===== config.mk =====
export PLATFORM = sky130hd
export DESIGN_NAME = cdb_wavegen
export DESIGN_NICKNAME = d
export VERILOG_FILES = /design/src/cdb_pkg.sv /design/src/cdb_wavegen.sv /design/src/cdb_edge_delay.sv
export SDC_FILE = /design/constraint.sdc
export NUM_CORES = 1
export LEC_CHECK = 0
export ABC_CLOCK_PERIOD_IN_PS = 2200
export BUFFER_PORTS_ARGS = -buffer_cell sky130_fd_sc_hd__clkbuf_2
export CAP_MARGIN = 15
export CORE_ASPECT_RATIO = 1.1
export CORE_UTILIZATION = 42
export DETAILED_ROUTE_END_ITERATION = 10
export GPL_TIMING_DRIVEN = 0
export PLACE_DENSITY = 0.66
export SYNTH_ARGS = -nofsm -noshare
export SYNTH_HDL_FRONTEND = slang
export SYNTH_SLANG_ARGS = --single-unit

===== constraint.sdc =====
create_clock -name sys_clk_i -period 2.2 [get_ports sys_clk_i]
set_clock_uncertainty 0.1 [all_clocks]
set_input_delay 0.11 -clock sys_clk_i [delete_from_list [all_inputs] [get_ports sys_clk_i]]
set_output_delay 0.11 -clock sys_clk_i [all_outputs]
set_load 0.02 [all_outputs]

===== src/cdb_pkg.sv =====
// constants for the complementary waveform generator with dead-band timing
// assumes a 32-bit avalon-mm slave with one register per aligned word
package cdb_pkg;
  localparam int unsigned CDB_ADDR_W = 5;
  localparam int unsigned CDB_CNT_W = 6;
  // register byte addresses
  localparam logic [4:0] CDB_ADDR_CTRL0 = 5'h00;
  localparam logic [4:0] CDB_ADDR_CTRL1 = 5'h04;
  localparam logic [4:0] CDB_ADDR_CTRL2 = 5'h08;
  localparam logic [4:0] CDB_ADDR_DBF = 5'h0c;
  localparam logic [4:0] CDB_ADDR_DBR = 5'h10;
  // wavegen_control_zero fields
  localparam int unsigned CDB_C0_GEN_EN = 7;
  localparam int unsigned CDB_C0_OE_B = 6;
  localparam int unsigned CDB_C0_OE_A = 5;
  localparam int unsigned CDB_C0_POL_B = 4;
  localparam int unsigned CDB_C0_POL_A = 3;
  localparam int unsigned CDB_C0_CLK_SEL = 0;
  localparam logic [7:0] CDB_C0_MASK = 8'hf9;
  // wavegen_control_one fields
  localparam int unsigned CDB_C1_SDB_LO = 6;
  localparam int unsigned CDB_C1_SDA_LO = 4;
  localparam int unsigned CDB_C1_IS_LO = 0;
  localparam logic [7:0] CDB_C1_MASK = 8'hf3;
  // wavegen_control_two fields
  localparam int unsigned CDB_C2_ASE = 7;
  localparam int unsigned CDB_C2_ARSEN = 6;
  localparam int unsigned CDB_C2_SRC_C2 = 3;
  localparam int unsigned CDB_C2_SRC_C1 = 2;
  localparam int unsigned CDB_C2_SRC_FLT = 1;
  localparam logic [7:0] CDB_C2_MASK = 8'hce;
  // dead-band count registers: bits 7-6 unimplemented
  localparam logic [7:0] CDB_DB_MASK = 8'h3f;
  localparam logic [7:0] CDB_RESET_VAL = 8'h00;
  // shutdown drive states
  localparam logic [1:0] CDB_SD_LOW = 2'b10;
  localparam logic [1:0] CDB_SD_HIGH = 2'b11;
endpackage : cdb_pkg


===== src/cdb_wavegen.sv =====
// complementary waveform generator with rising and falling dead-band counts
// assumes avalon-mm master on sys_clk_i; all inputs synchronous to sys_clk_i
// Summary of operation
// RULE1: rising count bits 5-0; nonzero n delays primary output n to n+1 counts.
// RULE2: falling count bits 5-0; nonzero n delays complementary output n to n+1 counts.
// RULE3: a zero count bypasses the dead band and passes that edge straight through.
// RULE4: bits 7-6 of both count registers read zero and ignore writes.
// RULE5: count fields are read/write, set only at power-on, kept over soft reset.
// RULE6: delay counts on the selected generator clock; primary after rise, complement after fall.
module cdb_wavegen
  import cdb_pkg::*;
#(
  parameter int unsigned NUM_SRC = 4
) (
  input wire logic sys_clk_i,
  input wire logic rst_i,
  input wire logic clk_en_i,
  input wire logic soft_rst_i,
  input wire logic [CDB_ADDR_W-1:0] avs_address_i,
  input wire logic avs_read_i,
  input wire logic avs_write_i,
  input wire logic [31:0] avs_writedata_i,
  input wire logic [3:0] avs_byteenable_i,
  output logic [31:0] avs_readdata_o,
  output logic avs_waitrequest_o,
  input wire logic [NUM_SRC-1:0] wave_src_i,
  input wire logic alt_clk_tick_i,
  input wire logic fault_n_i,
  input wire logic comp_one_i,
  input wire logic comp_two_i,
  output logic out_a_o,
  output logic out_b_o,
  output logic out_a_en_o,
  output logic out_b_en_o
);
  logic [7:0] wavegen_control_zero;
  logic [7:0] wavegen_control_one;
  logic [7:0] wavegen_control_two;
  logic [7:0] falling_dead_band_count;
  logic [7:0] rising_dead_band_count;
  logic ack_q;
  logic wr_acc;
  logic [7:0] next_rdata;
  logic generator_enable;
  logic generator_clock_select;
  logic [1:0] input_waveform_select;
  logic auto_shutdown_event_flag;
  logic auto_restart_enable;
  logic shutdown_req;
  logic gen_tick;
  logic wave_in;
  logic wave_q;
  logic prim_raw;
  logic comp_raw;
  logic [1:0] sd_state_a;
  logic [1:0] sd_state_b;

  assign generator_enable = wavegen_control_zero[CDB_C0_GEN_EN];
  assign generator_clock_select = wavegen_control_zero[CDB_C0_CLK_SEL];
  assign input_waveform_select = wavegen_control_one[CDB_C1_IS_LO +: 2];
  assign sd_state_a = wavegen_control_one[CDB_C1_SDA_LO +: 2];
  assign sd_state_b = wavegen_control_one[CDB_C1_SDB_LO +: 2];
  assign auto_shutdown_event_flag = wavegen_control_two[CDB_C2_ASE];
  assign auto_restart_enable = wavegen_control_two[CDB_C2_ARSEN];

  // one wait cycle per access: ack_q marks the edge at which it completes
  // a frozen clock holds the answer back, else a write would finish without landing
  assign avs_waitrequest_o = (avs_read_i | avs_write_i) & ~(ack_q & clk_en_i);
  assign wr_acc = avs_write_i & ack_q & avs_byteenable_i[0];

  always_ff @(posedge sys_clk_i or posedge rst_i) begin
    if (rst_i) begin
      ack_q <= 1'b0;
    end else if (clk_en_i) begin
      ack_q <= (avs_read_i | avs_write_i) & ~ack_q;
    end
  end

  always_comb begin
    next_rdata = 8'h00;
    case (avs_address_i)
      CDB_ADDR_CTRL0: next_rdata = wavegen_control_zero;
      CDB_ADDR_CTRL1: next_rdata = wavegen_control_one;
      CDB_ADDR_CTRL2: next_rdata = wavegen_control_two;
      CDB_ADDR_DBF: next_rdata = falling_dead_band_count & CDB_DB_MASK; // [RULE4]
      CDB_ADDR_DBR: next_rdata = rising_dead_band_count & CDB_DB_MASK; // [RULE4]
      default: next_rdata = 8'h00;
    endcase
  end

  // unmapped reads return zero, unmapped writes are dropped
  always_ff @(posedge sys_clk_i or posedge rst_i) begin
    if (rst_i) begin
      avs_readdata_o <= 32'h0000_0000;
    end else if (clk_en_i && avs_read_i && !ack_q) begin
      avs_readdata_o <= {24'h00_0000, next_rdata};
    end
  end

  // control registers follow both resets
  always_ff @(posedge sys_clk_i or posedge rst_i) begin
    if (rst_i) begin
      wavegen_control_zero <= CDB_RESET_VAL;
      wavegen_control_one <= CDB_RESET_VAL;
    end else if (clk_en_i) begin
      if (soft_rst_i) begin
        wavegen_control_zero <= CDB_RESET_VAL;
        wavegen_control_one <= CDB_RESET_VAL;
      end else if (wr_acc && avs_address_i == CDB_ADDR_CTRL0) begin
        wavegen_control_zero <= avs_writedata_i[7:0] & CDB_C0_MASK;
      end else if (wr_acc && avs_address_i == CDB_ADDR_CTRL1) begin
        wavegen_control_one <= avs_writedata_i[7:0] & CDB_C1_MASK;
      end
    end
  end

  // counts are only set by power-on reset; soft reset leaves them alone
  always_ff @(posedge sys_clk_i or posedge rst_i) begin
    if (rst_i) begin
      rising_dead_band_count <= CDB_RESET_VAL;
      falling_dead_band_count <= CDB_RESET_VAL;
    end else if (clk_en_i && wr_acc) begin // [RULE5]
      if (avs_address_i == CDB_ADDR_DBR) begin
        rising_dead_band_count <= avs_writedata_i[7:0] & CDB_DB_MASK; // [RULE1] [RULE4]
      end
      if (avs_address_i == CDB_ADDR_DBF) begin
        falling_dead_band_count <= avs_writedata_i[7:0] & CDB_DB_MASK; // [RULE2] [RULE4]
      end
    end
  end

  // shutdown sources; fault pin is active low
  assign shutdown_req = (wavegen_control_two[CDB_C2_SRC_FLT] & ~fault_n_i)
                      | (wavegen_control_two[CDB_C2_SRC_C1] & comp_one_i)
                      | (wavegen_control_two[CDB_C2_SRC_C2] & comp_two_i);

  // event flag: hardware set wins over a software clear in the same cycle
  always_ff @(posedge sys_clk_i or posedge rst_i) begin
    if (rst_i) begin
      wavegen_control_two <= CDB_RESET_VAL;
    end else if (clk_en_i) begin
      if (soft_rst_i) begin
        wavegen_control_two <= CDB_RESET_VAL;
      end else begin
        if (wr_acc && avs_address_i == CDB_ADDR_CTRL2) begin
          wavegen_control_two <= avs_writedata_i[7:0] & CDB_C2_MASK;
        end else if (auto_restart_enable && !shutdown_req && wave_in && !wave_q) begin
          wavegen_control_two[CDB_C2_ASE] <= 1'b0;
        end
        if (shutdown_req && generator_enable) begin
          wavegen_control_two[CDB_C2_ASE] <= 1'b1;
        end
      end
    end
  end

  // clock select 0 counts every system clock, 1 counts the alternate tick
  assign gen_tick = generator_clock_select ? alt_clk_tick_i : 1'b1; // [RULE6]
  assign wave_in = generator_enable & wave_src_i[input_waveform_select];

  always_ff @(posedge sys_clk_i or posedge rst_i) begin
    if (rst_i) begin
      wave_q <= 1'b0;
    end else if (clk_en_i) begin
      wave_q <= wave_in;
    end
  end

  // primary delayed after the input rises, complement after it falls
  cdb_edge_delay #(.CNT_W(CDB_CNT_W)) u_rise_delay ( // [RULE6]
    .clk_i(sys_clk_i),
    .rst_i(rst_i),
    .ce_i(clk_en_i),
    .tick_i(gen_tick),
    .in_i(wave_q),
    .count_i(rising_dead_band_count[CDB_CNT_W-1:0]),
    .out_o(prim_raw)
  );

  cdb_edge_delay #(.CNT_W(CDB_CNT_W)) u_fall_delay (
    .clk_i(sys_clk_i),
    .rst_i(rst_i),
    .ce_i(clk_en_i),
    .tick_i(gen_tick),
    .in_i(generator_enable & ~wave_q),
    .count_i(falling_dead_band_count[CDB_CNT_W-1:0]),
    .out_o(comp_raw)
  );

  // outputs registered; shutdown overrides with the selected drive state
  always_ff @(posedge sys_clk_i or posedge rst_i) begin
    if (rst_i) begin
      out_a_o <= 1'b0;
      out_b_o <= 1'b0;
      out_a_en_o <= 1'b0;
      out_b_en_o <= 1'b0;
    end else if (clk_en_i) begin
      out_a_en_o <= generator_enable & wavegen_control_zero[CDB_C0_OE_A];
      out_b_en_o <= generator_enable & wavegen_control_zero[CDB_C0_OE_B];
      if (auto_shutdown_event_flag) begin
        out_a_o <= (sd_state_a == CDB_SD_HIGH) ? 1'b1 :
                   (sd_state_a == CDB_SD_LOW) ? 1'b0 : wavegen_control_zero[CDB_C0_POL_A];
        out_b_o <= (sd_state_b == CDB_SD_HIGH) ? 1'b1 :
                   (sd_state_b == CDB_SD_LOW) ? 1'b0 : wavegen_control_zero[CDB_C0_POL_B];
      end else begin
        out_a_o <= prim_raw ^ wavegen_control_zero[CDB_C0_POL_A];
        out_b_o <= comp_raw ^ wavegen_control_zero[CDB_C0_POL_B];
      end
    end
  end
endmodule : cdb_wavegen


===== src/cdb_edge_delay.sv =====
// one dead-band delay stage: delays the rise of its input, passes the fall at once
// assumes tick_i marks counts of the selected generator clock, synchronous to clk_i
module cdb_edge_delay
  import cdb_pkg::*;
#(
  parameter int unsigned CNT_W = CDB_CNT_W
) (
  input wire logic clk_i,
  input wire logic rst_i,
  input wire logic ce_i,
  input wire logic tick_i,
  input wire logic in_i,
  input wire logic [CNT_W-1:0] count_i,
  output logic out_o
);
  logic [CNT_W-1:0] cnt;
  logic dly_q;
  logic bypass;

  assign bypass = (count_i == '0);
  // zero count passes the input straight through
  assign out_o = in_i & (bypass | dly_q); // [RULE3]

  // ticks are not aligned to the input edge, hence n to n+1 counts
  always_ff @(posedge clk_i or posedge rst_i) begin
    if (rst_i) begin
      cnt <= '0;
      dly_q <= 1'b0;
    end else if (ce_i) begin
      if (!in_i) begin
        cnt <= '0;
        dly_q <= 1'b0;
      end else if (!dly_q && tick_i) begin // [RULE6]
        if (cnt + 1'b1 >= count_i) begin // [RULE1] [RULE2]
          dly_q <= 1'b1;
        end
        cnt <= cnt + 1'b1;
      end
    end
  end
endmodule : cdb_edge_delay


# Yosys cells after proc, flatten, opt, wreduce, memory -nomap -nowiden
# Index checks and enable logic that the tools add are counted.
# Widths: inputs -> output; s select.
# word_totals
register_bits,64
out_inout_bits,37
wordCells,124
# classes
mux,30
magnitude_cmp,3
bitwise_logic,25
n_reduce_logical,34
n_eq_ne,13
add_sub_neg,2
# op_table
cell,n
$mux 8,6
$pmux 8 s5,1
$mux 6,4
$mux 1,17
$and 1x1->1,14
$reduce_and 2->1,7
$add 6x1->6 const B,2
$ge 6x6->1,2
$logic_and 1x1->1,12
$logic_not 6->1,2
$eq 5x4->1 const B,2
$reduce_and 3->1,3
$eq 2x2->1 const B,4
$mux 7,1
$ne 2x2->1 const B,3
$reduce_bool 2->1,3
$eq 5x3->1 const B,1
$eq 5x5->1 const B,1
$logic_not 1->1,5
$logic_not 5->1,1
$or 1x1->1,5
$ne 2x1->1 const B,2
$not 1->1,4
$reduce_bool 4->1,1
other kinds (3),4

# Depth between registers and ports, before layout
# depth
word_depth,12
mapped_depth,8

# Cells and area by module
# From an unflattened synthesis, not the netlist that was laid out.
# unflattened
hier_cells,362
area_unflattened_um2,3518.4
# by_module_without_submodules
module,area_per_inst_um2,n_inst,seq_area_each_um2,cells_each
cdb_wavegen,2379.8,1,1076.0,234
cdb_edge_delay,569.3,2,175.2,64

# Worst setup path before layout
# Ideal clock, no wire load.
# synth_path
path_kind,reg-to-reg
start,register falling_dead_band_count[0]
end,register out_b_o
setup_slack_ps,505
path_buffers,0
setup_time_ps,142
t_arrival_ps,1453
stages_incl_launch_ff,6
synth_period_minus_slack_ps,1695
t_required_ps,1958
path_cell_list,dfrtp_1 -> or4_4 -> o31ai_4 -> a21oi_1 -> a41oi_1 -> o221ai_1
# synth_via
elab_chain_len,5
# synth_lines
element,line_no,text
"start, declared",cdb_wavegen.sv:39,logic [7:0] falling_dead_band_count;
"start signal, assigned",cdb_wavegen.sv:127,falling_dead_band_count <= avs_writedata_i[7:0] & CDB_DB_MASK;
$logic_not 6->1,cdb_edge_delay.sv:20,assign bypass = (count_i == '0);
$or 1x1->1,cdb_edge_delay.sv:22,assign out_o = in_i & (bypass | dly_q);
$and 1x1->1,cdb_edge_delay.sv:22,
$xor 1x1->1,cdb_wavegen.sv:207,out_b_o <= comp_raw ^ wavegen_control_zero[CDB_C0_POL_B];
$mux 1,cdb_wavegen.sv:200,if (auto_shutdown_event_flag) begin
"end signal, assigned",cdb_wavegen.sv:203,out_b_o <= (sd_state_b == CDB_SD_HIGH) ? 1'b1 :
"end signal, assigned",cdb_wavegen.sv:207,
"end, declared",cdb_wavegen.sv:32,"output logic out_b_o,"
# Every way passes these cells.
# A chain may end at the register's enable or synchronous reset.

# Worst setup path in the final report
# layout_path
start,register u_fall_delay.cnt[0]
end,register u_fall_delay.dly_q
# layout_via
elab_chain_len,4
# layout_lines
element,line_no,text
"start, declared",cdb_edge_delay.sv:16,logic [CNT_W-1:0] cnt;
"start signal, assigned",cdb_edge_delay.sv:37,cnt <= cnt + 1'b1;
$add 6x1->6,cdb_edge_delay.sv:34,if (cnt + 1'b1 >= count_i) begin
$ge 6x6->1,cdb_edge_delay.sv:34,
$ne 2x2->1 (no source line),n/a,
$reduce_and 3->1 (no source line),n/a,
"end signal, assigned",cdb_edge_delay.sv:28,dly_q <= 1'b0;
"end signal, assigned",cdb_edge_delay.sv:32,dly_q <= 1'b0;
"end signal, assigned",cdb_edge_delay.sv:35,dly_q <= 1'b1;
"end, declared",cdb_edge_delay.sv:17,logic dly_q;
# Every way passes these cells.

==> impl_metrics.toml <==
[run_status]
run_status = "finished, final reports clean"

[detailed_routing]
route.detailed.drc = 0
route.vias.total = 2731
post_drt_via_cell_ratio = 5.212
post_drt_wl_per_cell_um = 14.88
drt_iter0_drc = 161
total_wirelength_of_the_detailed_routed_design_um = 7798
met3RoutedLength_um = 356
post_route_antenna_net_violation_count = 0
route.met2.wl_um = 3759
detail_route.wirelength.met1_um = 3474
firstDrtPassIters = 4
top_layer = "met4"

[place]
dp.cells = 498
io_buffer_count = 40
hpwl_um = 5974
final_gp_congestion = 0.8366

[logic_synthesis]
most_area_consuming_cells_after_synthesis = "dfrtp_1, buf_4, ha_1, mux2_1, a22o_1"
post-synth-top-area-cell = "dfrtp_1"
syn-cell-area_um2 = 3327
count_of_flip_flops_with_a_built_in_enable_after_synthesis = 0
yosys_warnings = 0
postSynthAreaPerCell_um2 = 10.11
synth_cells = 329
yosysTopAreaCellShare_pct = 42.87
number_of_unique_standard_cell_types_used_by_synthesis = 59
synth.ff_latch_count = 57
dominantRegCellSynth = "dfrtp_1"
sequential_to_total_area_share_from_yosys_stat_pct = 42.87
synth_async_sr_flop_share_pct = 100.0

[cells_and_area]
syn_to_final_growth_pct = 22.56
drive_above_1_share_pct = 23.63
layoutNonFillerInstCount = 524
layout.area.seq_um2 = 1426
num-nets-final = 483
final_cell_mix = "dfrtp_1, clkbuf_2, nand2_1, buf_4, conb_1"
multi_input_comb_area_um2 = 1679
layout.filler_cells = 698
antenna-diode-count = 0
layout_commonest_cell = "dfrtp_1"

[clock_tree]
clock_slew_seen_by_the_registers_of_the_worst_setup_and_hold_paths_ps = 70
tritoncts_clock_tree = "yes"
tritoncts.num_buffers = 9
count_of_clock_tree_sinks = 57
clk-insertion-delay-late_ps = 340
post_cts_buffers = 0
clock_path_buffers = 2
ctsHtreeMaxLevel = 3
buffer_cell_driving_the_clock_tree_root = "clkbuf_8"

[critical_path]
cp_data_required_time_ps = 2330
crit_fanout = 6
path_class = "flop to flop"
cp_data_arrival_time_ps = 2040
crit_path_start_kind = "flop"
category_of_the_worst_setup_path_capture_point = "flop"

[global_route]
track_usage_pct = 21.12
globalRouteOverflowTotal = 0
largest_net_degree_at_the_start_of_global_routing = 36
antenna_found_initial = 0
grt_pass1_vias = 2640
grt_first_pass_wirelength_um = 12930

[timing]
period_utilization_pct = 86.69
post-route-min-period_ps = 1907
setup-violations-final = 0
final.setup.tns_ps = 0
maxSlewViolCount = 0
achievable-frequency_mhz = 524.4
worst-slew-pin-transition_ps = 808.4
rsz_0062_raised_after_global_routing = "false"
worst_slew_margin_rel_pct = 46.03
finalHoldViolCount = 0

[run]
drv.max_cap_violation_count = 0

[floorplanning]
row_count = 33
core_region_area_um2 = 7556
initial_core_utilization_pct = 44.03
dieHeight_um = 95.35
die_area_um2 = 8282
io_pins = 92
die_width_um = 86.86

[min_path]
hp-class = "input port to flop"

[pwr]
lkg_pwr_nw = 2.031
worst_ir_drop_vdd_mv = 0.3636
power_density_nw_per_um2 = 621.0
[layer usage]
layer / vias to the layer above / global-route usage, %
li1: 1319 / -
met1: 1317 / 27.22
met2: 80 / 33.86
met3: 15 / 3.636
met4: 0 / 11.39
met5: - / 0
[layout make-up]
| type | instances | area share [%] |
|---|---|---|
| multi-input combinational | 239 | 41.18 |
| tap | 105 | 3.222 |
| clock buffer | 11 | 3.713 |
| sequential | 57 | 34.98 |
| inverter | 23 | 2.117 |
| buffer | 33 | 5.431 |
| clock inverter | 5 | 1.319 |
| timing repair buffer | 51 | 8.039 |
[flip-flops by register name, summed over array words and instances, names as in the netlist, 5 cells and up]
register and count:
falling_dead_band_count 6, wavegen_control_two 5, u_fall_delay.cnt 6, rising_dead_band_count 6, wavegen_control_zero 6, u_rise_delay.cnt 6
avs_readdata_o 8, wavegen_control_one 6
[logic make-up (layout without fill, tap and decap cells)]
kind of cell / count (synthesis) / in the layout / synth area share [%]
multiplexers: 23 / 23 / 7.898
XOR/XNOR: 8 / 8 / 2.106
flip-flops: 57 / 57 / 42.87
adder cells (fa/ha/maj): 14 / 14 / 5.265
buffers and inverters: 56 / 123 / 9.251
other: 1 / 24 / 0.1127
AO/OA/AOI/OAI: 82 / 82 / 17.60
AND/OR/NAND/NOR: 88 / 88 / 14.89
[metrics by stage]
step | hold slack (ps) | util [%] | cell area [um2] | power, W | worst slack (ps)
floorplan | 132.5 | - | 3413 | 0.001406 | 505.4
global placement | 259.3 | 49.56 | 3745 | 0.001507 | -185.6
detailed placement | 199.9 | 49.93 | 3772 | 0.001522 | 315.3
CTS | 72.90 | 53.97 | 4078 | 0.002552 | 308.6
global route | 112.1 | 53.97 | 4078 | 0.002649 | 173.9
finish | 84.12 | 53.97 | 4078 | 0.002532 | 292.9
[Yosys cell counts, types with 2 or more instances]
cell and instances:
xnor2_1 6, a22oi_1 2, inv_1 23, nor2b_1 9, o21ai_1 7, a32o_1 5, clkbuf_1 2, nor3_1 4
a21oi_1 9, a22o_1 11, xor2_1 2, dfrtp_1 57, mux2_2 2, buf_4 24, a221oi_1 3, o21ai_0 19
ha_1 14, a31oi_1 3, o221ai_1 2, and3_1 6, o21bai_1 2, mux2i_1 6, a211oi_1 2, nand2b_1 5
nand3b_1 3, o2111ai_1 2, buf_2 6, nor2_1 10, a21o_1 2, a222oi_1 3, nand3_1 13, and2b_1 2
mux2_1 14, nand2_1 24
[worst paths after layout]
path | from | to | slack (ps) | depth (start not counted)
hold / removal | clk_en_i | wavegen_control_two[7] | 80 | 4
min in group asynchronous | rst_i | u_rise_delay.cnt[1] | 360 | 3
setup reg to reg | u_fall_delay.cnt[0] | u_fall_delay.dly_q | 290 | 8
setup / recovery | u_fall_delay.cnt[0] | u_fall_delay.dly_q | 290 | 8
hold reg to reg | avs_readdata_o[1] | avs_readdata_o[1] | 380 | 1
max in group asynchronous | rst_i | avs_readdata_o[0] | 1050 | 4
[worst max-delay path: stages, from the launching register on]
cell and delay, ps:
dfrtp_1 430, ha_1 260, nand3_1 120, xnor2_1 170, ha_1 220, a211oi_1 160
o21ai_0 140, o211ai_1 110, a21oi_1 80
[power by group]
| group | leakage [nW] | switching, W | internal (W) |
|---|---|---|---|
| logic | 1.17 | 0.000203 | 0.000152 |
| registers | 0.754 | 0.0000658 | 0.00110 |
| clock network | 0.109 | 0.000431 | 0.000580 |
[repair_timing]
action	4_1_cts	5_1_grt
gates resized for setup	0	0
hold endpoints to repair	54	0
hold buffers	10	0
Note: power is estimated with default switching activity, not from simulation.
